$ cat src/bfsup_params.svh
`ifndef BFSUP_PARAMS_SVH
`define BFSUP_PARAMS_SVH

// Register byte offsets.
`define BFSUP_CTRL_OFF      12'h000
`define BFSUP_TIME_OFF      12'h004
`define BFSUP_THRESH_OFF    12'h008
`define BFSUP_STATUS_OFF    12'h00C
`define BFSUP_IRQ_STAT_OFF  12'h010
`define BFSUP_IRQ_MASK_OFF  12'h014
`define BFSUP_ACK_OFF       12'h018
// Control field positions.
`define BFSUP_SCHEME_LSB    0
`define BFSUP_TRIGMODE_LSB  2
// Reset values.
`define BFSUP_CTRL_RST      4'h0
`define BFSUP_TIME_RST      32'h0000_03E8
`define BFSUP_THRESH_RST    16'h0100
// Timer tick: one microsecond at 100 MHz, so a full run stays short.
`define BFSUP_CLOCK_HZ      100000000
`define BFSUP_TICK_US       1
`define BFSUP_TICK_CYCLES   ((`BFSUP_CLOCK_HZ / 1000000) * `BFSUP_TICK_US)
`endif

$ cat src/bfsup_pkg.sv
package bfsup_pkg;
	// Supervision schemes.
	typedef enum logic [1:0] {current_only_scheme, position_only_scheme, current_and_position_scheme,
		scheme_spare} bfsup_scheme_e;
	// Trigger modes.
	typedef enum logic [1:0] {all_commands_mode, external_commands_mode, current_commands_mode,
		no_commands_mode} bfsup_trig_e;
	// Unit states.
	typedef enum logic [1:0] {st_standby, st_running, st_rejected, st_tripped} bfsup_state_e;
endpackage : bfsup_pkg

$ cat src/bfsup_top.sv
`timescale 1ns/100ps
`include "bfsup_params.svh"
// Breaker failure supervisor with APB register access.
module bfsup_top
	import bfsup_pkg::*;
(
	// Clock and reset.
	input  wire logic        clock,
	input  wire logic        reset,
	// APB slave.
	input  wire logic        psel,
	input  wire logic        penable,
	input  wire logic        pwrite,
	input  wire logic [11:0] paddr,
	input  wire logic [31:0] pwdata,
	output logic      [31:0] prdata,
	output logic             pready,
	output logic             pslverr,
	// Trip commands assigned to the breaker.
	input  wire logic        trip_external,
	input  wire logic        trip_current,
	input  wire logic        trip_other,
	input  wire logic [2:0]  extra_trigger_in,
	// Breaker measurement and position.
	input  wire logic [15:0] phase_current,
	input  wire logic        breaker_open,
	// Operator acknowledge.
	input  wire logic        operator_panel_ack,
	// Outputs.
	output logic             backup_trip,
	output logic             failure_lock,
	output logic             close_block,
	output logic             irq
);
	bfsup_state_e  state_reg;
	bfsup_state_e  state_next;
	logic [3:0]    ctrl_reg;
	logic [31:0]   time_reg;
	logic [15:0]   thresh_reg;
	logic [31:0]   elapsed_reg;
	logic          lock_reg;
	logic          trip_reg;
	logic [2:0]    irq_stat_reg;
	logic [2:0]    irq_mask_reg;
	logic [31:0]   prdata_reg;
	logic          tick;

	bfsup_tick u_tick
	(
		.clock (clock),
		.reset (reset),
		.tick  (tick)
	);

	////////////////////////////////////////////////////////////////////////////
	// Bus decode.
	////////////////////////////////////////////////////////////////////////////

	// Address decode and strobes; the slave answers in the first access cycle.
	wire         wr_en     = psel && penable && pwrite;
	wire         rd_en     = psel && penable && !pwrite;
	wire         hit_ctrl  = (paddr == `BFSUP_CTRL_OFF);
	wire         hit_time  = (paddr == `BFSUP_TIME_OFF);
	wire         hit_thr   = (paddr == `BFSUP_THRESH_OFF);
	wire         hit_stat  = (paddr == `BFSUP_STATUS_OFF);
	wire         hit_istat = (paddr == `BFSUP_IRQ_STAT_OFF);
	wire         hit_imask = (paddr == `BFSUP_IRQ_MASK_OFF);
	wire         hit_ack   = (paddr == `BFSUP_ACK_OFF);
	wire         mapped    = hit_ctrl | hit_time | hit_thr | hit_stat | hit_istat | hit_imask | hit_ack;
	wire         sw_ack    = wr_en && hit_ack && pwdata[0];
	assign pready  = 1'b1;
	assign pslverr = psel && penable && !mapped;

	////////////////////////////////////////////////////////////////////////////
	// Trigger and opening detection.
	////////////////////////////////////////////////////////////////////////////

	wire bfsup_scheme_e scheme   = bfsup_scheme_e'(ctrl_reg[`BFSUP_SCHEME_LSB +: 2]);
	wire bfsup_trig_e   trigmode = bfsup_trig_e'(ctrl_reg[`BFSUP_TRIGMODE_LSB +: 2]);

	// Assigned trip commands picked by the trigger mode.
	wire cmd_all   = (trigmode == all_commands_mode) && (trip_external | trip_current | trip_other);
	wire cmd_ext   = (trigmode == external_commands_mode) && trip_external;
	wire cmd_cur   = (trigmode == current_commands_mode) && trip_current;
	// No commands mode selects none of them, leaving the extra inputs.
	wire cmd_sel   = cmd_all | cmd_ext | cmd_cur;
	wire trigger   = cmd_sel | (|extra_trigger_in);

	// Current still flowing and position evidence.
	wire cur_high  = (phase_current >= thresh_reg);
	wire pos_shut  = !breaker_open;
	// Failure condition per scheme; opening is its negation.
	wire fail_cond = (scheme == current_only_scheme) ? cur_high :
		(scheme == position_only_scheme) ? pos_shut :
		(cur_high && pos_shut);
	wire opened    = !fail_cond;
	wire expired   = tick && (elapsed_reg + 32'h0000_0001 >= time_reg);

	////////////////////////////////////////////////////////////////////////////
	// State machine.
	////////////////////////////////////////////////////////////////////////////

	// Next state selection.
	always_comb
	begin
		state_next = state_reg;
		unique case (state_reg)
			st_standby:
			begin
				if (trigger)
					state_next = st_running;
			end
			st_running:
			begin
				if (opened)
					state_next = trigger ? st_rejected : st_standby;
				else if (expired)
					state_next = st_tripped;
			end
			st_rejected:
			begin
				if (!trigger)
					state_next = st_standby;
			end
			st_tripped:
			begin
				if (opened && !trigger)
					state_next = st_standby;
			end
		endcase
	end

	// State, timer, trip and lock registers.
	always_ff @(posedge clock)
	begin
		if (reset)
		begin
			state_reg   <= st_standby;
			elapsed_reg <= 32'h0000_0000;
			trip_reg    <= 1'b0;
			lock_reg    <= 1'b0;
		end
		else
		begin
			state_reg   <= state_next;
			// Timer keeps counting regardless of trigger once running.
			if (state_reg != st_running)
				elapsed_reg <= 32'h0000_0000;
			else if (tick)
				elapsed_reg <= elapsed_reg + 32'h0000_0001;
			trip_reg    <= (state_next == st_tripped);
			// Set wins over the acknowledge.
			if (state_next == st_tripped)
				lock_reg <= 1'b1;
			else if (operator_panel_ack || sw_ack)
				lock_reg <= 1'b0;
		end
	end

	assign backup_trip  = trip_reg;
	assign failure_lock = lock_reg;
	assign close_block  = lock_reg;

	////////////////////////////////////////////////////////////////////////////
	// Registers and interrupts.
	////////////////////////////////////////////////////////////////////////////

	// Events: trip onset, rejection, lock release.
	wire [2:0] events = {(lock_reg && !(state_next == st_tripped) && (operator_panel_ack || sw_ack)),
		(state_reg == st_running && state_next == st_rejected),
		(state_reg != st_tripped && state_next == st_tripped)};
	wire [2:0] w1c    = (wr_en && hit_istat) ? pwdata[2:0] : 3'h0;
	assign irq = |(irq_stat_reg & irq_mask_reg);

	// Software registers.
	always_ff @(posedge clock)
	begin
		if (reset)
		begin
			ctrl_reg     <= `BFSUP_CTRL_RST;
			time_reg     <= `BFSUP_TIME_RST;
			thresh_reg   <= `BFSUP_THRESH_RST;
			irq_stat_reg <= 3'h0;
			irq_mask_reg <= 3'h0;
		end
		else
		begin
			if (wr_en && hit_ctrl)
				ctrl_reg <= pwdata[3:0];
			if (wr_en && hit_time)
				time_reg <= pwdata;
			if (wr_en && hit_thr)
				thresh_reg <= pwdata[15:0];
			if (wr_en && hit_imask)
				irq_mask_reg <= pwdata[2:0];
			irq_stat_reg <= (irq_stat_reg & ~w1c) | events;
		end
	end

	// Read mux.
	wire [31:0] rd_mux = hit_ctrl  ? {28'h0, ctrl_reg} :
		hit_time  ? time_reg :
		hit_thr   ? {16'h0, thresh_reg} :
		hit_stat  ? {27'h0, trigger, lock_reg, trip_reg, state_reg} :
		hit_istat ? {29'h0, irq_stat_reg} :
		hit_imask ? {29'h0, irq_mask_reg} : 32'h0000_0000;

	// Read data register, loaded during setup.
	always_ff @(posedge clock)
	begin
		if (reset)
			prdata_reg <= 32'h0000_0000;
		else if (psel && !penable && !pwrite)
			prdata_reg <= rd_mux;
	end
	assign prdata = prdata_reg;
endmodule : bfsup_top

$ cat src/bfsup_tick.sv
`timescale 1ns/100ps
`include "bfsup_params.svh"
// Divider producing one-cycle timer enable pulses.
module bfsup_tick
	import bfsup_pkg::*;
(
	// Clock and reset.
	input  wire logic clock,
	input  wire logic reset,
	// Tick output.
	output logic      tick
);
	localparam logic [31:0] LAST = 32'(`BFSUP_TICK_CYCLES - 1);
	logic [31:0] count_reg;
	logic [31:0] count_next;
	logic        wrap;

	// Wrap detection and next count.
	assign wrap       = (count_reg == LAST);
	assign count_next = wrap ? 32'h0000_0000 : count_reg + 32'h0000_0001;
	assign tick       = wrap;

	// Counter register.
	always_ff @(posedge clock)
	begin
		if (reset)
			count_reg <= 32'h0000_0000;
		else
			count_reg <= count_next;
	end
endmodule : bfsup_tick

$ cat config.mk
export PLATFORM = sky130hd
export DESIGN_NAME = bfsup_top
export DESIGN_NICKNAME = d
export VERILOG_FILES = /design/src/bfsup_pkg.sv /design/src/bfsup_top.sv /design/src/bfsup_tick.sv
export VERILOG_INCLUDE_DIRS = /design/src /design/src/src
export SDC_FILE = /design/constraint.sdc
export NUM_CORES = 1
export LEC_CHECK = 0
export BUFFER_PORTS_ARGS = -buffer_cell sky130_fd_sc_hd__buf_2
export CAP_MARGIN = 20
export CORE_ASPECT_RATIO = 0.5
export CORE_MARGIN = 8
export CORE_UTILIZATION = 40
export CTS_BUF_LIST = sky130_fd_sc_hd__clkbuf_16
export DETAILED_ROUTE_END_ITERATION = 7
export HOLD_SLACK_MARGIN = 0.05
export PLACE_DENSITY_LB_ADDON = 0.25
export SLEW_MARGIN = 5
export SYNTH_ARGS = -nofsm -noshare
export SYNTH_HDL_FRONTEND = slang
export SYNTH_SLANG_ARGS = --single-unit
$ cat constraint.sdc
create_clock -name clock -period 5.5 [get_ports clock]
set_input_delay 0.55 -clock clock [delete_from_list [all_inputs] [get_ports clock]]
set_output_delay 0.55 -clock clock [all_outputs]
set_load 0.005 [all_outputs]
==> results of run 1 <==
-- cells in the final DEF, fill, tap and decap left out, drive strengths merged, types with 3 or more instances in the layout --
| cell | count |
|---|---|
| a211oi | 7 |
| xnor2 | 39 |
| a21o | 3 |
| o21a | 3 |
| a22oi | 3 |
| and3 | 15 |
| or4 | 8 |
| dfxtp | 158 |
| nand3 | 47 |
| inv | 73 |
| nor2 | 109 |
| a221oi | 14 |
| a221o | 3 |
| a2111oi | 3 |
| or3 | 7 |
| nand4 | 21 |
| a21oi | 83 |
| mux2i | 7 |
| a31oi | 3 |
| ha | 50 |
| nor4 | 15 |
| buf | 117 |
| nand2 | 165 |
| a31o | 3 |
| or2 | 3 |
| and2 | 8 |
| o21ai | 14 |
| nor3 | 28 |
| xor2 | 47 |
| clkinv | 3 |
| o211ai | 10 |
| clkbuf | 17 |
| nand2b | 5 |
| and4 | 5 |
-- path summary, 6_finish.rpt --
kind / from / to / cells after the start
max: elapsed_reg[0] / irq_stat_reg[2] / 12
min: pwdata[29] / time_reg[29] / 3
max reg2reg: elapsed_reg[0] / irq_stat_reg[2] / 12
min reg2reg: u_tick.count_reg[0] / u_tick.count_reg[0] / 1
-- logic make-up after synthesis --
logic type / share of synthesized area
AND/OR/NAND/NOR: 0.2524
AO/OA/AOI/OAI: 0.1276
flip-flops: 0.3836
buffers and inverters: 0.05751
XOR/XNOR: 0.09135
adder cells (fa/ha/maj): 0.07587
multiplexers: 0.01123
other: 0.0004548
-- routing by layer --
metal | vias up | track usage
li1 | 3702 | -
met1 | 3445 | 0.2295
met2 | 159 | 0.2755
met3 | 31 | 0.03848
met4 | 0 | 0.05187
met5 | - | 0
-- final cells by class --
cell class,count,share of cell area
multi-input combinational,753,0.4829
sequential,158,0.3315
timing repair buffer,117,0.06464
clock buffer,17,0.04458
tap,273,0.03579
inverter,62,0.02439
clock inverter,15,0.01600
antenna,1,0.0002622
-- per-stage QoR --
stage	utilization	hold slack, ns	power, mW
2_1_floorplan	-	0.4175	1.249
3_3_place_gp	0.4387	0.4291	1.305
3_5_place_dp	0.4400	0.4407	1.309
4_1_cts	0.4684	0.3351	2.481
5_1_grt	0.4685	0.3425	2.544
6_report	0.4685	0.3492	2.453
-- power breakdown --
part	total, mW	switching (mW)	internal, mW
clock network	1.17	0.561	0.609
logic	0.121	0.0735	0.0478
registers	1.16	0.00862	1.15
-- worst max-delay path: cells and delay by family (launching register included) --
| kind | cells | cell delay [ns] |
|---|---|---|
| simple gates | 5 | 1.74 |
| compound gates | 4 | 1.32 |
| fa+ha+maj | 2 | 0.55 |
| flops | 1 | 0.42 |
| xor+xnor | 1 | 0.09 |
==> summary.txt, run 1 <==
library cells used by synthesis -> 63
Setup Viol. Count Final -> 0
Worst Slack Setup Final -> 1.291 ns
vias in the first global route -> 7,166
ys async rst share -> 0
clock sinks -> 158
DP Cell Count -> 1,363
sequential-to-total area share from yosys stat -> 0.3836
leading area contributor after synthesis -> dfxtp_1
row count -> 37
final slew viol count -> 0
Mapped Cells -> 1,032
VDD IR-drop max -> 0.0002192 V
synthesized flop and latch total -> 158
final instance area -> 9543 um^2
Synth top area share -> 0.3836
RSZ-0062 raised after global routing -> no
outcome -> completed
cts hold-fix bufs -> 0
CTS tree -> yes
wire length on met3 -> 1198 um
largest net degree at the start of global routing -> 82
syn nets -> 1,155
Fin Setup TNS -> 0 ns
clock slew at reported path FFs -> 0.08 ns
period utilization -> 0.7653
# Post-CTS Setup Buffers -> 0
Worst setup EP type -> flop
Boundary Pins -> 111
clock skew -> 0.01504 ns
Ys Warns -> 0
max incr delay on CP -> 0.68 ns
global-route wire length before repair -> 36,570 um
fill count -> 2,065
worst path arrival time -> 4.54 ns
synth cell count leaders -> 165 x nand2_1, 158 x dfxtp_1, 108 x nor2_1
Met1 Wirelength -> 10,570 um
fin crit period -> 4.209 ns
GP Congestion -> 0.8171
worst slew pin tran -> 1.095 ns
placed wire-length estimate -> 16,660 um
fin cells -> 1,396
cts bufs inserted -> 17
CTS H-tree depth -> 4
die width -> 219.0 um
worst slack at placement -> 1.264 ns
Worst R2R Setup Slack -> 1.29 ns
post-CTS sizing -> 0
area of the die -> 25,740 um^2
Post-Synthesis Cell Area -> 8245 um^2
power per cell area -> 257.0 nW/um^2
Rel. slew slack -> 0.2636
PortBufs -> 109
GRT Total Usage -> 0.1725
# Max-Cap Violations -> 0
Cell Chain, Critical Path -> ha_1, nand3_1, or4_1, nor2_1, xor2_1, ha_1, nand4_1, or4_1, o32a_1, a2111oi_2, o2111ai_1, a31o_2
Synth Flop Type -> dfxtp_1
register area -> 3163 um^2
Residual DRC -> 0
Critical Path Source Type -> flop
DR WL met2 -> 10,170 um
FMAX -> 237.6 MHz
slowest CP cell -> or4_1
grt total ovfl -> 0
CORE AREA -> 20,370 um^2
clk buf depth -> 2
clock latency on the worst-skew pair -> 0.43 ns
DRT iter0 DRCs -> 485
Pre-Repair DR Iteration Count -> 8
DR vias -> 7,337
nets -> 1,232
area of the multi-input gates -> 4608 um^2
Syn-to-layout area delta -> 15.74%
count leader, synth -> nand2_1
final wirelength -> 22,270 um
Hold Path Class -> primary input to flop
Placed Area -> 8962 um^2
critical path class -> flop to flop
WL per Instance -> 15.95 um
Starting Density -> 0.4048
initial antenna violation count -> 1
routed vias/inst -> 5.256
Post-synth EDFFs -> 0
Antenna Violating Nets Remaining -> 0
count of final hold-check violations -> 0
Worst EP required -> 5.83 ns
CP max FO -> 6
Leak -> 3.661 nW
Synth area leaders -> dfxtp_1 38%, ha_1 7.6%, nand2_1 7.5%, a21oi_1 5.0%, xor2_1 5.0%
Root Driver -> clkbuf_16
Post-Syn Area per Cell -> 7.990 um^2
Die Y -> 117.5 um
DR top layer -> met4
layout cells sized above 1 -> 0.1480
(Power assumes the default switching activity.)
==> run 2: changes to the inputs <==
==> constraint.sdc (replaced) <==
create_clock -name clock -period 3.6 [get_ports clock]
set_input_delay 0.36 -clock clock [delete_from_list [all_inputs] [get_ports clock]]
set_output_delay 0.36 -clock clock [all_outputs]
set_load 0.005 [all_outputs]
==> run 2 against run 1 <==
Net effect: maximum frequency rose by 18%; die area is the same; non-clock buffer count rose by 47; hold slack worse by 0.18 ns; wire length is 2.8% higher; critical path depth up 1; clock-buffer cell count stayed put; sequential power is 53% higher; design area up 5.0%.
==> summary.txt, run 2 (synthesized netlist as in run 1, its figures left out) <==
outcome -> completed
hold path cells -> 3
most common cell after layout, fill and taps aside -> nand2_1
n_diodes -> 0
fin util -> 0.4918
Worst setup EP type -> flop
Die Y -> 117.5 um
Boundary Pins -> 111
clock sinks -> 158
Setup Viol. Count Final -> 0
FMAX -> 280.2 MHz
PortBufs -> 109
clock skew -> 0.01015 ns
vias in the first global route -> 7,356
slowest CP cell -> or4_4
Worst EP required -> 3.90 ns
VDD IR-drop max -> 0.0002915 V
max incr delay on CP -> 0.61 ns
# Max-Cap Violations -> 0
Cell Chain, Critical Path -> nand3_1, or4_4, nor4_4, nand3_2, nor2_2, xor2_1, ha_1, and4_1, buf_4, a221oi_2, o2bb2ai_2, o211ai_1, a211oi_2
final slew viol count -> 0
GRT Total Usage -> 0.1750
cts bufs inserted -> 17
fill count -> 2,000
register area -> 3183 um^2
worst path arrival time -> 3.87 ns
reg2reg path depth -> 13
area of the die -> 25,740 um^2
cts hold-fix bufs -> 0
period utilization -> 0.9912
area of the multi-input gates -> 4742 um^2
initial antenna violation count -> 0
placed wire-length estimate -> 17,090 um
Rel. slew slack -> 0.3132
nets -> 1,279
CP max FO -> 6
commonest non-fill, non-tap cells in the layout -> 164 x nand2_1, 148 x dfxtp_1, 109 x buf_2, 104 x nor2_1, 83 x a21oi_1
Pre-Repair DR Iteration Count -> 5
Placed Area -> 9321 um^2
WP depth -> 13
CORE AREA -> 20,370 um^2
DRT iter0 DRCs -> 572
GP Congestion -> 0.8269
count of final hold-check violations -> 0
final wirelength -> 22,900 um
Residual DRC -> 0
Leak -> 3.911 nW
CTS tree -> yes
WP buf/inv -> 1
routed vias/inst -> 5.252
clk buf depth -> 2
Hold Path Class -> primary input to flop
Syn-to-layout area delta -> 21.50%
grt total ovfl -> 0
layout cells sized above 1 -> 0.2044
Antenna Violating Nets Remaining -> 0
Critical Path Source Type -> flop
fin crit period -> 3.568 ns
power per cell area -> 362.2 nW/um^2
Root Driver -> clkbuf_16
RSZ-0062 raised after global routing -> yes
critical path class -> flop to flop
CTS H-tree depth -> 4
largest net degree at the start of global routing -> 89
die width -> 219.0 um
clock slew at reported path FFs -> 0.07 ns
worst slew pin tran -> 1.028 ns
Starting Density -> 0.4048
row count -> 37
WL per Instance -> 15.88 um
clock latency on the worst-skew pair -> 0.43 ns
DR vias -> 7,573
global-route wire length before repair -> 37,210 um
final instance area -> 10,020 um^2
crit-path leading delay family -> simple AND/OR/NAND/NOR gates
run 2: changes by cell type in the layout (fill, tap and decap cells not counted), sizes merged:
cell,delta
clkinvlp,+2
inv,-7
clkinv,+5
diode,-1
buf,+47
run 2: final timing paths:
check,to,slack [ns],start
worst max-delay path,backup_trip,0.03,elapsed_reg[9]
worst min-delay path,time_reg[31],0.17,pwdata[31]
worst max register to register,backup_trip,0.03,elapsed_reg[9]
worst min register to register,u_tick.count_reg[0],0.45,u_tick.count_reg[0]
run 2: area by class of cell:
| class | count | area share |
|---|---|---|
| Clock buffer | 17 | 0.04246 |
| Tap cell | 273 | 0.03410 |
| Sequential cell | 158 | 0.3177 |
| Inverter | 62 | 0.02323 |
| Timing Repair Buffer | 164 | 0.09804 |
| Multi-Input combinational cell | 753 | 0.4733 |
| Clock inverter | 15 | 0.01112 |
run 2: metrics by stage:
| step | std cells | TNS (ns) | setup slack, ns | power (mW) | hold slack [ns] |
|---|---|---|---|---|---|
| floorplan | 1032 | 0 | 0.03970 | 1.908 | 0.4175 |
| global placement | 1401 | -0.07060 | -0.03699 | 1.994 | 0.4289 |
| detailed placement | 1402 | -0.2706 | -0.08761 | 2.000 | 0.4439 |
| CTS | 1439 | 0 | 0.02700 | 3.664 | 0.1522 |
| global route | 1442 | -0.4037 | -0.1303 | 3.757 | 0.1658 |
| finish | 1442 | 0 | 0.03168 | 3.629 | 0.1715 |
run 2: what timing repair did:
action / in CTS / in global routing
resized for setup: 12 / 16
pin swaps: 20 / 13
setup endpoints to repair: 5 / 5
buffers inserted: 5 / 3
run 2: worst register-to-register path: stages, from the launching register on:
cell and delay (ns):
dfxtp_4 0.38, nand3_1 0.11, or4_4 0.61, nor4_4 0.36, nand3_2 0.15, nor2_2 0.12, xor2_1 0.18, ha_1 0.26
and4_1 0.22, buf_4 0.14, a221oi_2 0.32, o2bb2ai_2 0.16, o211ai_1 0.31, a211oi_2 0.12
run 2: power by group:
| group | leakage (nW) | internal, mW | total (mW) | switching (mW) |
|---|---|---|---|---|
| combinational | 2.37 | 0.0744 | 0.186 | 0.112 |
| clock | 0.258 | 0.888 | 1.67 | 0.782 |
| sequential | 1.28 | 1.76 | 1.77 | 0.0130 |
| total | 3.91 | 2.72 | 3.63 | 0.907 |
run 2: per-layer routing:
layer / global-route usage / wire length (um) / vias to the layer above
met5: 0 / 0 / -
met4: 0.05270 / 397 / 0
met3: 0.03899 / 1183 / 31
met2: 0.2975 / 10950 / 183
met1: 0.2183 / 10370 / 3561
li1: - / - / 3798
